[src/hdl/srg_pkg.sv]
// Package: register map, field layout and reset counts for soft reset and gain load
package srg_pkg;
  localparam logic [7:0]  ADDR_SOFT_RESET   = 8'h00;
  localparam logic [7:0]  ADDR_GAIN_LOAD    = 8'h04;
  localparam logic [7:0]  ADDR_TEST_CFG     = 8'h08;
  localparam logic [7:0]  ADDR_STATUS       = 8'h0C;
  localparam logic [7:0]  ADDR_LIMITER      = 8'h10;
  localparam logic [7:0]  ADDR_ACCUM        = 8'h14;
  localparam int          TEST_NCO_CLR_BIT  = 20;
  localparam int          GAIN_HI           = 15;
  localparam int          GAIN_LO           = 5;
  localparam int          EXP_HI            = 15;
  localparam int          EXP_LO            = 12;
  localparam int          MANT_HI           = 11;
  localparam int          MANT_LO           = 5;
  localparam int          ACC_W             = 32;
  localparam int          FE_PULSE_CYC      = 1;
  localparam int          BE_PULSE_CYC      = 10;
  localparam logic [2:0]  OFIFO_RD_RST      = 3'h7;
  localparam logic [2:0]  OFIFO_WR_RST      = 3'h0;
  localparam logic [31:0] TEST_CFG_RST      = 32'h0000_0000;
  localparam logic [15:0] INTERVAL_RST      = 16'h0010;
  localparam logic [4:0]  SHIFT_RST         = 5'h0F;
  localparam logic [3:0]  WORDS_RST         = 4'h3;
  localparam logic [3:0]  SYNC_RST          = 4'h1;
  localparam logic [7:0]  SERDIV_RST        = 8'h03;

  typedef struct packed {
    logic [3:0] exponent;
    logic [7:0] mantissa;
  } srg_gain_t;

  typedef struct packed {
    logic [2:0]  ofifo_rd;
    logic [2:0]  ofifo_wr;
    logic        fifo_empty;
    logic        fifo_full;
    logic [3:0]  fifo_depth;
    logic        fifo_rd_strobe;
    logic        irq;
    logic [3:0]  snap_group;
    logic [15:0] snap_interval;
  } srg_unit_t;
endpackage

[src/hdl/srg_pulse.sv]
// Counted pulse generator that stretches a trigger to a fixed cycle count
`timescale 1ns/1ps
module srg_pulse #(
  parameter int WIDTH_CYC = 1
) (
  input  wire logic ref_clk,
  input  wire logic rst_n,
  input  wire logic trig,
  output logic      pulse
);
  localparam int CW = $clog2(WIDTH_CYC + 1);
  localparam logic [CW-1:0] LOAD = CW'(WIDTH_CYC);
  logic [CW-1:0] cnt_r;
  logic [CW-1:0] cnt_nxt;

  always_comb begin
    cnt_nxt = cnt_r;
    if (trig) begin
      cnt_nxt = LOAD;
    end else if (cnt_r != '0) begin
      cnt_nxt = cnt_r - CW'(1);
    end
  end

  always_ff @(posedge ref_clk or negedge rst_n) begin
    if (!rst_n) begin
      cnt_r <= '0;
    end else begin
      cnt_r <= cnt_nxt;
    end
  end

  // Pulse is a combinational decode of the count register, not a registered output
  assign pulse = (cnt_r != '0);
endmodule

[src/hdl/srg_top.sv]
// Soft reset pulse generation, per-unit reset effects and AGC gain load over APB
// Summary of operation
// RULE1 - Reset command write resets everything, data ignored; code keeps test config and gain master registers
// RULE2 - Reset initialises interpolation pulse counters
// RULE3 - Test bit 20 selects timing NCO feedback clear
// RULE4 - Discriminator pointers reset, coefficient address zeroed
// RULE5 - Coordinate converter iteration counters cleared
// RULE6 - FIFO control decoder, flags, strobes reset
// RULE7 - Output FIFO read seven, write zero
// RULE8 - Snapshot group zero, interval loaded, addresses reset
// RULE9 - Serial output four counters reloaded
// RULE10 - Front-end pulse one clock wide
// RULE11 - Back-end pulse ten clocks wide
// RULE12 - Gain load synchronous to processing clock
// RULE13 - Gain write makes one load strobe
// RULE14 - Gain bits land in accumulator MSBs
// RULE15 - Bits 15:12 exponent, 11:5 mantissa
// RULE16 - Mantissa weighting is 01.mmmmmmm
// RULE17 - Accumulator mux: limiter normally, master on load
// RULE18 - Host supplies valid low 16 data bits
// RULE19 - Pulses generated synchronously in own domain
// RULE20 - Gain word bits 4:0 ignored
`timescale 1ns/1ps
module srg_top #(
  parameter int FE_CYC = srg_pkg::FE_PULSE_CYC,
  parameter int BE_CYC = srg_pkg::BE_PULSE_CYC
) (
  input  wire logic                      ref_clk,
  input  wire logic                      rst_n,
  input  wire logic                      psel,
  input  wire logic                      penable,
  input  wire logic                      pwrite,
  input  wire logic [7:0]                paddr,
  input  wire logic [31:0]               pwdata,
  output logic      [31:0]               prdata,
  output logic                           pready,
  output logic                           pslverr,
  input  wire logic [srg_pkg::ACC_W-1:0] limiter_out,
  output logic                           fe_reset_pulse,
  output logic                           be_reset_pulse,
  output logic                           timing_nco_fb_clear,
  output logic                           gain_load_strobe,
  output logic      [srg_pkg::ACC_W-1:0] agc_accum,
  output srg_pkg::srg_gain_t             agc_gain,
  output srg_pkg::srg_unit_t             unit_state
);
  logic        wr_acc;
  logic        rd_acc;
  logic        soft_rst_wr;
  logic        gain_wr;
  logic [31:0] test_cfg_r;
  logic [31:0] test_cfg_nxt;
  logic [15:0] master_r;
  logic [15:0] master_nxt;
  logic        load_r;
  logic        load_nxt;
  logic [31:0] rdata_nxt;
  logic [31:0] prdata_r;
  logic [srg_pkg::ACC_W-1:0] acc_r;
  logic [srg_pkg::ACC_W-1:0] acc_nxt;
  srg_pkg::srg_unit_t unit_r;
  srg_pkg::srg_unit_t unit_nxt;
  logic [3:0]  interp_cnt_r;
  logic [3:0]  interp_cnt_nxt;
  logic [3:0]  disc_rd_r;
  logic [3:0]  disc_wr_r;
  logic [5:0]  disc_coef_r;
  logic [3:0]  disc_rd_nxt;
  logic [3:0]  disc_wr_nxt;
  logic [5:0]  disc_coef_nxt;
  logic [4:0]  cordic_cnt_r;
  logic [4:0]  cordic_cnt_nxt;
  logic [1:0]  fifo_dec_r;
  logic [1:0]  fifo_dec_nxt;
  logic [2:0]  snap_wr_r;
  logic [2:0]  snap_rd_r;
  logic [2:0]  snap_wr_nxt;
  logic [2:0]  snap_rd_nxt;
  logic [4:0]  ser_shift_r;
  logic [3:0]  ser_words_r;
  logic [3:0]  ser_sync_r;
  logic [7:0]  ser_div_r;
  logic [4:0]  ser_shift_nxt;
  logic [3:0]  ser_words_nxt;
  logic [3:0]  ser_sync_nxt;
  logic [7:0]  ser_div_nxt;

  function automatic logic hit(input logic [7:0] a, input logic [7:0] ref_a);
    hit = (a == ref_a);
  endfunction

  // Zero-wait slave: every access completes in its access phase
  assign pready  = 1'b1;
  assign pslverr = 1'b0;
  assign wr_acc  = psel & penable & pwrite;
  assign rd_acc  = psel & ~penable & ~pwrite;
  assign soft_rst_wr = wr_acc & hit(paddr, srg_pkg::ADDR_SOFT_RESET); // RULE1
  assign gain_wr     = wr_acc & hit(paddr, srg_pkg::ADDR_GAIN_LOAD); // RULE12

  // Both pulses are counted on ref_clk so each releases on a clean edge
  srg_pulse #(.WIDTH_CYC(FE_CYC)) u_fe (
    .ref_clk (ref_clk),
    .rst_n   (rst_n),
    .trig    (soft_rst_wr),
    .pulse   (fe_reset_pulse)
  ); // RULE10 RULE19
  srg_pulse #(.WIDTH_CYC(BE_CYC)) u_be (
    .ref_clk (ref_clk),
    .rst_n   (rst_n),
    .trig    (soft_rst_wr),
    .pulse   (be_reset_pulse)
  ); // RULE11 RULE19

  assign timing_nco_fb_clear = be_reset_pulse & test_cfg_r[srg_pkg::TEST_NCO_CLR_BIT]; // RULE3

  // Register file and gain load
  always_comb begin
    test_cfg_nxt = test_cfg_r;
    master_nxt   = master_r;
    load_nxt     = 1'b0;
    if (wr_acc && hit(paddr, srg_pkg::ADDR_TEST_CFG)) begin
      test_cfg_nxt = pwdata;
    end
    if (gain_wr) begin
      master_nxt = pwdata[15:0]; // RULE18
      load_nxt   = 1'b1; // RULE13
    end
  end

  always_comb begin
    rdata_nxt = prdata_r;
    if (rd_acc) begin
      case (paddr)
        srg_pkg::ADDR_TEST_CFG: rdata_nxt = test_cfg_r;
        srg_pkg::ADDR_STATUS:   rdata_nxt = {29'h0, timing_nco_fb_clear, be_reset_pulse, fe_reset_pulse};
        srg_pkg::ADDR_ACCUM:    rdata_nxt = acc_r;
        srg_pkg::ADDR_LIMITER:  rdata_nxt = {unit_r.ofifo_rd, unit_r.ofifo_wr, unit_r.fifo_empty,
                                             unit_r.fifo_full, unit_r.fifo_depth, unit_r.snap_group,
                                             16'h0000};
        default:                rdata_nxt = 32'h0000_0000;
      endcase
    end
  end

  // Accumulator mux: limiter path normally, master value on load
  always_comb begin
    acc_nxt = limiter_out; // RULE17
    if (load_r) begin
      acc_nxt = {master_r[srg_pkg::GAIN_HI:srg_pkg::GAIN_LO],
                 {(srg_pkg::ACC_W-11){1'b0}}}; // RULE14 RULE20
    end
  end

  assign gain_load_strobe = load_r;
  assign agc_accum        = acc_r;
  assign prdata           = prdata_r;
  assign agc_gain.exponent = master_r[srg_pkg::EXP_HI:srg_pkg::EXP_LO]; // RULE15
  assign agc_gain.mantissa = {1'b1, master_r[srg_pkg::MANT_HI:srg_pkg::MANT_LO]}; // RULE15 RULE16

  always_ff @(posedge ref_clk or negedge rst_n) begin
    if (!rst_n) begin
      test_cfg_r <= srg_pkg::TEST_CFG_RST;
      master_r   <= 16'h0000;
      load_r     <= 1'b0;
      prdata_r   <= 32'h0000_0000;
      acc_r      <= '0;
    end else begin
      test_cfg_r <= test_cfg_nxt;
      master_r   <= master_nxt;
      load_r     <= load_nxt;
      prdata_r   <= rdata_nxt;
      acc_r      <= acc_nxt;
    end
  end

  // Unit state: counters and snap_interval run freely, other unit fields hold; reinitialised while the matching pulse stands
  always_comb begin
    interp_cnt_nxt = interp_cnt_r + 4'h1;
    disc_rd_nxt    = disc_rd_r + 4'h1;
    disc_wr_nxt    = disc_wr_r + 4'h1;
    disc_coef_nxt  = disc_coef_r + 6'h01;
    cordic_cnt_nxt = cordic_cnt_r + 5'h01;
    fifo_dec_nxt   = fifo_dec_r + 2'h1;
    snap_wr_nxt    = snap_wr_r + 3'h1;
    snap_rd_nxt    = snap_rd_r + 3'h1;
    ser_shift_nxt  = ser_shift_r - 5'h01;
    ser_words_nxt  = ser_words_r - 4'h1;
    ser_sync_nxt   = ser_sync_r - 4'h1;
    ser_div_nxt    = ser_div_r - 8'h01;
    unit_nxt       = unit_r;
    unit_nxt.snap_interval = unit_r.snap_interval - 16'h0001;
    if (fe_reset_pulse) begin
      interp_cnt_nxt = 4'h0; // RULE2
    end
    if (be_reset_pulse) begin
      disc_rd_nxt    = 4'h0; // RULE4
      disc_wr_nxt    = 4'h0; // RULE4
      disc_coef_nxt  = 6'h00; // RULE4
      cordic_cnt_nxt = 5'h00; // RULE5
      fifo_dec_nxt   = 2'h0; // RULE6
      unit_nxt.fifo_rd_strobe = 1'b0; // RULE6
      unit_nxt.irq        = 1'b0; // RULE6
      unit_nxt.fifo_depth = 4'h0; // RULE6
      unit_nxt.fifo_full  = 1'b0; // RULE6
      unit_nxt.fifo_empty = 1'b1; // RULE6
      unit_nxt.ofifo_rd   = srg_pkg::OFIFO_RD_RST; // RULE7
      unit_nxt.ofifo_wr   = srg_pkg::OFIFO_WR_RST; // RULE7
      unit_nxt.snap_group    = 4'h0; // RULE8
      unit_nxt.snap_interval = srg_pkg::INTERVAL_RST; // RULE8
      snap_wr_nxt    = 3'h0; // RULE8
      snap_rd_nxt    = 3'h0; // RULE8
      ser_shift_nxt  = srg_pkg::SHIFT_RST; // RULE9
      ser_words_nxt  = srg_pkg::WORDS_RST; // RULE9
      ser_sync_nxt   = srg_pkg::SYNC_RST; // RULE9
      ser_div_nxt    = srg_pkg::SERDIV_RST; // RULE9
    end
  end

  always_ff @(posedge ref_clk or negedge rst_n) begin
    if (!rst_n) begin
      interp_cnt_r <= 4'h0;
      disc_rd_r    <= 4'h0;
      disc_wr_r    <= 4'h0;
      disc_coef_r  <= 6'h00;
      cordic_cnt_r <= 5'h00;
      fifo_dec_r   <= 2'h0;
      snap_wr_r    <= 3'h0;
      snap_rd_r    <= 3'h0;
      ser_shift_r  <= srg_pkg::SHIFT_RST;
      ser_words_r  <= srg_pkg::WORDS_RST;
      ser_sync_r   <= srg_pkg::SYNC_RST;
      ser_div_r    <= srg_pkg::SERDIV_RST;
      unit_r       <= '{ofifo_rd: srg_pkg::OFIFO_RD_RST, ofifo_wr: srg_pkg::OFIFO_WR_RST,
                        fifo_empty: 1'b1, fifo_full: 1'b0, fifo_depth: 4'h0, fifo_rd_strobe: 1'b0,
                        irq: 1'b0, snap_group: 4'h0, snap_interval: srg_pkg::INTERVAL_RST};
    end else begin
      interp_cnt_r <= interp_cnt_nxt;
      disc_rd_r    <= disc_rd_nxt;
      disc_wr_r    <= disc_wr_nxt;
      disc_coef_r  <= disc_coef_nxt;
      cordic_cnt_r <= cordic_cnt_nxt;
      fifo_dec_r   <= fifo_dec_nxt;
      snap_wr_r    <= snap_wr_nxt;
      snap_rd_r    <= snap_rd_nxt;
      ser_shift_r  <= ser_shift_nxt;
      ser_words_r  <= ser_words_nxt;
      ser_sync_r   <= ser_sync_nxt;
      ser_div_r    <= ser_div_nxt;
      unit_r       <= unit_nxt;
    end
  end

  assign unit_state = unit_r;
endmodule

[config.mk]
export PLATFORM = sky130hd
export DESIGN_NAME = srg_top
export DESIGN_NICKNAME = d
export VERILOG_FILES = /design/src/hdl/srg_pkg.sv /design/src/hdl/srg_pulse.sv /design/src/hdl/srg_top.sv
export SDC_FILE = /design/constraint.sdc
export NUM_CORES = 1
export LEC_CHECK = 0
export BUFFER_PORTS_ARGS = -buffer_cell sky130_fd_sc_hd__buf_2
export CORE_MARGIN = 1
export CORE_UTILIZATION = 40
export CTS_BUF_LIST = sky130_fd_sc_hd__clkbuf_16
export DETAILED_ROUTE_END_ITERATION = 6
export PLACE_DENSITY = 0.76
export SLEW_MARGIN = 5
export SYNTH_ARGS = -nofsm -noshare
export SYNTH_HDL_FRONTEND = slang
export SYNTH_HIERARCHICAL = 1
export SYNTH_SLANG_ARGS = --single-unit
[constraint.sdc]
create_clock -name ref_clk -period 2.8 [get_ports ref_clk]
set_clock_uncertainty 0.05 [all_clocks]
set_input_delay 0.42 -clock ref_clk [delete_from_list [all_inputs] [get_ports ref_clk]]
set_output_delay 0.42 -clock ref_clk [all_outputs]
set_load 0.05 [all_outputs]
==> impl_metrics.yaml, run 1 <==
placed_design:
  placedCellCount: 783
  hpwl_mm: 9.754
  placed_area_um2: 6419
  place.gp.congestion: 0.8647
  port_buffers: 171
  dp_slack_ns: 0.4785
drt:
  viasPerCell: 4.985
  drc: 0
  drt_wl_total_mm: 13.41
  drt_iter0_markers: 174
  dr.pass1.iters: 4
  vias: 4068
  wl_per_cell_um: 16.43
  ant_nets: 0
timing:
  worst_pin_slew_ns: 0.7657
  hold_violations: 0
  fin_crit_sh: 0.8620
  setup_viol: 0
  rsz0062_at_grt: "false"
  fmax_mhz: 414.3
  fin_ws_ns: 0.3863
  slew_headroom: 0.4853
  finalMaxSlewViolations: 0
  setup-tns-final_ns: 0
  fin_crit_ns: 2.414
logic_synthesis:
  postSynthAreaPerCell_um2: 12.05
  synth_top_family_by_area: "simple AND/OR/NAND/NOR gates"
  yosys.cell_types.count: 43
  synth_compound_area_frac: 0.08927
  synthSimpleGateAreaFrac: 0.1196
  synthMuxAreaShare: 0.1145
  synth_edf_count: 0
  synthArstFlopShare: 1.000
  ys_seq_elements: 129
  synth-main-ff-cell: "dfrtp_1"
  synth_xor_area_frac: 0.02105
  post_synth_fa_ha_maj_area_fraction: 0.006938
  yosysWarnings: 6
  ys_seq_area_frac: 0.5969
  syn_area_um2: 5410
  synthCells: 449
setup_path:
  crit_path_end_kind: "output port"
  arrival_ns: 1.94
  startpoint_type: "flop"
  critical_path.max_fanout: 18
  required_ns: 2.33
  critPathKind: "reg -> out"
clocking:
  clockBufferDepth: 2
  post_cts_resize_count: 0
  cts_tree: "built"
  root_buffer: "clkbuf_16"
  clk_pin_slew_ns: 0.06
  cts_made_buffers: 17
  htreeDepth: 4
  clock_sinks: 129
  clk_latency_ns: 0.41
global_routing:
  grt_pass1_wl_mm: 21.45
  grt_pass1_vias: 4116
  grt_util_all_layers: 0.2024
  grt_overflow_total: 0
  antenna_found_initial: 0
  grt_max_degree: 55
status:
  outcome: "completed"
finish:
  area_delta_synth_final_pct: 29.02
  fin_nets: 707
  drive_above_1_share: 0.4250
  antennaDiodeCount: 0
  stdcell_count: 816
  n_fill_cell: 1163
  final_cell_area_um2: 6980
floorplan:
  io_pins: 193
  placementRows: 42
  start_util: 0.4085
  die_x_um: 118.3
  die-area_um2: 13990
  core-area_um2: 13240
  die_y_um: 118.3
min_path:
  hp-class: "in -> reg"
pwr:
  ir_worst_vdd_mv: 0.4366
  p_per_area_nw_per_um2: 743.5
  power_uw: 5190
  p_leak_uw: 0.003586
flow_run:
  cap_violations: 0
## Yosys cell counts, drive strengths merged, types with 2 or more instances
library cell,number,area share
and2,2,0.0023
or4,2,0.0035
inv,6,0.0042
nor4,4,0.0058
or3,2,0.0032
buf,28,0.035
nor3,3,0.0028
nand2,35,0.025
nand3b,3,0.0042
a21o,4,0.0056
ha,3,0.0069
clkbuf,16,0.011
a22o,2,0.0032
xor2,10,0.016
a21oi,5,0.0046
o21ai,28,0.026
nand3,3,0.0028
conb,2,0.0014
mux2,55,0.11
nor3b,3,0.0051
a22oi,27,0.037
nor2b,26,0.030
nand2b,2,0.0023
nor2,33,0.023
xnor2,3,0.0049
a221oi,4,0.0065
nand4b,2,0.0032
dfrtp,128,0.59
## layout by cell type, fill, tap and decap left out, types with 3 or more instances in the layout
cell type,instances
a22oi_1,27
a21o_1,4
nor2b_1,26
ha_1,3
nor2_1,33
o21ai_0,28
dfrtp_1,128
nor3_1,3
nand2_1,34
mux2_2,55
clkbuf_16,17
clkinv_1,5
buf_4,12
xnor2_1,3
xor2_1,10
a221oi_1,4
inv_1,7
clkinv_2,4
a21oi_1,5
conb_1,21
nand3b_1,3
nand3_1,3
buf_2,170
## what timing repair did
item / 4_1_cts / 5_1_grt
setup buffers: 0 / 0
hold buffers: 1 / 0
endpoints found under the hold margin: 29 / 0
## per-stage QoR
stage	utilization	hold slack (ns)
after global routing	0.5271	0.1640
after global placement	0.4847	0.3339
after floorplan	-	0.07441
after detailed placement	0.4847	0.3378
final	0.5271	0.1731
after CTS	0.5271	0.1568
## sequential cells by signal, summed over array words and instances (netlist names)
signal            count
agc_accum            32
gain_load_strobe      1
test_cfg_r           32
u_fe/pulse            1
unit_state           16
u_be/cnt_r            4
prdata               32
master_r             11
## power breakdown
| group | switching, uW | internal, uW |
|---|---|---|
| Sequential | 106 | 1980 |
| Clock | 776 | 1280 |
| Combinational | 716 | 330 |
| Total | 1600 | 3590 |
## logic make-up (layout without fill, tap and decap cells)
| group | count (synthesis) | count (layout) |
|---|---|---|
| compound gates | 74 | 74 |
| xor+xnor | 13 | 13 |
| fa+ha+maj | 3 | 3 |
| buf+inv | 50 | 222 |
| flops | 129 | 129 |
| mux | 55 | 55 |
| other cells | 2 | 21 |
| simple gates | 123 | 123 |
## per-layer routing
layer,GRT usage,share of wire
met3,0.07095,0.077
met2,0.3250,0.49
met1,0.2374,0.41
met4,0.1098,0.026
met5,0,0
## area by class of cell
cell class	count	area, um^2	area share
repair buffers	184	970.9	0.1391
clock inverters	15	126.4	0.01810
inverters	6	22.52	0.003226
multi-input cells	289	1986	0.2845
clock buffers	17	425.4	0.06094
flip-flops and latches	129	3229	0.4626
well taps	176	220.2	0.03155
## worst max-delay path, cell delays in order (launching register included)
cell	delay, ns
dfrtp_1	0.38
inv_1	0.11
ha_1	0.20
nor3b_2	0.30
inv_1	0.09
buf_4	0.21
buf_2	0.23
## worst paths after layout
path	startpoint	cells after the start	slack [ns]	to
max in group asynchronous	rst_n	3	1.54	unit_state[4]
worst min-delay path	limiter_out[12]	2	0.17	agc_accum[12]
worst max register to register	u_be/cnt_r[0]	8	0.79	prdata[2]
worst max-delay path	u_be/cnt_r[0]	6	0.39	be_reset_pulse
worst min register to register	prdata[23]	2	0.42	prdata[23]
min in group asynchronous	rst_n	2	0.45	test_cfg_r[1]
(Power assumes the default switching activity.)
==> run 2, diff against run 1 <==
--- a/config.mk
+++ b/config.mk
@@ -11,6 +11,7 @@
 export CTS_BUF_LIST = sky130_fd_sc_hd__clkbuf_16
 export DETAILED_ROUTE_END_ITERATION = 6
 export PLACE_DENSITY = 0.76
+export RECOVER_POWER = 25
 export SLEW_MARGIN = 5
 export SYNTH_ARGS = -nofsm -noshare
 export SYNTH_HDL_FRONTEND = slang
==> constraint.sdc (replaced) <==
create_clock -name ref_clk -period 2.72 [get_ports ref_clk]
set_clock_uncertainty 0.05 [all_clocks]
set_input_delay 0.408 -clock ref_clk [delete_from_list [all_inputs] [get_ports ref_clk]]
set_output_delay 0.408 -clock ref_clk [all_outputs]
set_load 0.05 [all_outputs]
==> run 2 against run 1 <==
Against the previous run:
- non-clock buffer count unchanged
- sequential share of layout area down 0.22 points
- largest power group is now the clock network
- critical endpoint unchanged
- combinational power about the same
- utilization rose by 0.26 points
- clock-buffer cell count stayed put
- die area unchanged
- cell count is the same
==> impl_metrics.yaml, run 2 (synthesized netlist as in run 1, its figures left out) <==
finish:
  drive_above_1_share: 0.4250
  area_delta_synth_final_pct: 29.65
  multiInputGateArea_um2: 1986
  layout_common_cells: "170 x buf_2, 128 x dfrtp_1, 55 x mux2_2"
  final_util: 0.5297
  antennaDiodeCount: 0
  stdcell_count: 816
  n_fill_cell: 1151
  seq_area_um2: 3229
  final_common_cell: "buf_2"
  fin_nets: 707
pwr:
  p_leak_uw: 0.003613
  p_per_area_nw_per_um2: 786.7
  switching_share: 0.2961
  clkPwrFrac: 0.417
  switching_power_uw: 1634
  power_uw: 5518
  pwr-share-seq: 0.389
  power.internal_uw: 3884
  pwr-share-comb: 0.194
  ir_worst_vdd_mv: 0.4000
timing:
  slew_headroom: 0.1471
  fmax_mhz: 410.4
  finalMaxSlewViolations: 0
  fin_crit_ns: 2.437
  setup_viol: 0
  worst_pin_slew_ns: 1.279
  hold_violations: 0
  setup-tns-final_ns: 0
  fin_crit_sh: 0.8959
  rsz0062_at_grt: "false"
floorplan:
  die-area_um2: 13990
  core-area_um2: 13240
  placementRows: 42
  die_y_um: 118.3
  io_pins: 193
  die_x_um: 118.3
  start_util: 0.4085
setup_path:
  r2r_setup_slack_ns: 0.70
  critPathKind: "reg -> out"
  setup.worst_path.end: "be_reset_pulse"
  reg2reg_from: "u_be/cnt_r[0]"
  arrival_ns: 1.98
  crit_path_end_kind: "output port"
  critical_path.max_fanout: 18
  startpoint: "u_be/cnt_r[0]"
  r2r-end: "prdata[2]"
  required_ns: 2.26
  cp_slowest_stage_delay_ns: 0.38
  startpoint_type: "flop"
  reg2reg_depth: 8
  path_common_cell: "inv_1"
  path_cells: "inv_1, ha_1, nor3b_2, inv_1, buf_4, buf_2"
  slowest_stage: "dfrtp_1"
global_routing:
  antenna_found_initial: 1
  grt_pass1_wl_mm: 21.68
  grt_use_met2: 0.3360
  gr-usage-met1: 0.2384
  grt_pass1_vias: 4177
  grt_overflow_total: 0
  grt_max_degree: 55
  top_usage_layer: "met2"
  grt_util_met3: 0.06950
  grt_util_all_layers: 0.2038
clocking:
  cts_tree: "built"
  clk_pin_slew_ns: 0.06
  root_buffer: "clkbuf_16"
  cts_made_buffers: 17
  htreeDepth: 4
  clock_sinks: 129
  clockBufferDepth: 2
  clk_latency_ns: 0.41
flow_run:
  cap_violations: 0
drt:
  drc: 0
  vias: 4079
  wl_per_cell_um: 16.47
  dr.pass1.iters: 5
  ant_nets: 0
  drt_iter0_markers: 155
  viasPerCell: 4.999
  drt_wl_total_mm: 13.44
placed_design:
  placedCellCount: 783
  port_buffers: 171
  place.gp.congestion: 0.8653
  hpwl_mm: 9.734
min_path:
  hp-class: "in -> reg"
status:
  outcome: "completed"
==> run 2: changes by cell type in the layout (fill, tap and decap cells not counted), sizes merged <==
cell	change
clkbuf	+1
clkinvlp	-2
clkinv	-1
buf	-1
inv	+1
bufinv	+2
==> run 2: area by class of cell <==
type	instances	area share
clock inverters	15	0.02497
inverters	6	0.003211
clock buffers	17	0.06065
multi-input cells	289	0.2831
flip-flops and latches	129	0.4604
well taps	176	0.03139
repair buffers	184	0.1363
==> run 2: timing repair <==
action,4_1_cts,5_1_grt
endpoints found under the setup margin,0,0
hold endpoints to repair,30,0
setup buffers,0,0
hold buffers,1,0
gates resized for setup,0,0
==> run 2: power by group through the flow <==
stage	Clock [uW]	Combinational (uW)	Sequential, uW
floorplan	0	543	2430
global placement	0	1040	2170
detailed placement	0	1080	2180
CTS	2340	1080	2150
global route	2430	1170	2170
finish	2300	1070	2150
==> run 2: worst min path at each step <==
stage / end / start / cells after the start / slack, ns
after global routing: agc_accum[13] / limiter_out[13] / 2 / 0.15
after floorplan: agc_accum[0] / rst_n / 0 / 0.06
final: agc_accum[7] / limiter_out[7] / 2 / 0.16
after global placement: prdata[3] / rst_n / 1 / 0.33
after CTS: agc_accum[9] / limiter_out[9] / 2 / 0.14
after detailed placement: prdata[7] / rst_n / 1 / 0.33
==> run 2: routing by layer <==
metal | part of all wire | vias to the layer above
met3 | 0.076 | 25
li1 | - | 1873
met4 | 0.026 | 0
met1 | 0.40 | 2009
met5 | 0 | -
met2 | 0.50 | 172
==> run 2: worst max-delay path, delay by kind of cell, from the launching register on <==
kind / cells / cell delay (ns)
adder cells (fa/ha/maj): 1 / 0.21
buffers and inverters: 4 / 0.68
AND/OR/NAND/NOR: 1 / 0.31
flip-flops: 1 / 0.38
==> run 2: stage by stage <==
| step | hold WS [ns] | setup WS, ns | cell area [um^2] |
|---|---|---|---|
| after CTS | 0.1428 | 0.2647 | 7029 |
| after global routing | 0.1533 | 0.1770 | 7014 |
| after detailed placement | 0.3330 | 0.4253 | 6419 |
| after global placement | 0.3255 | 0.5459 | 6419 |
| final | 0.1565 | 0.2831 | 7014 |
| after floorplan | 0.06241 | 0.2004 | 5482 |
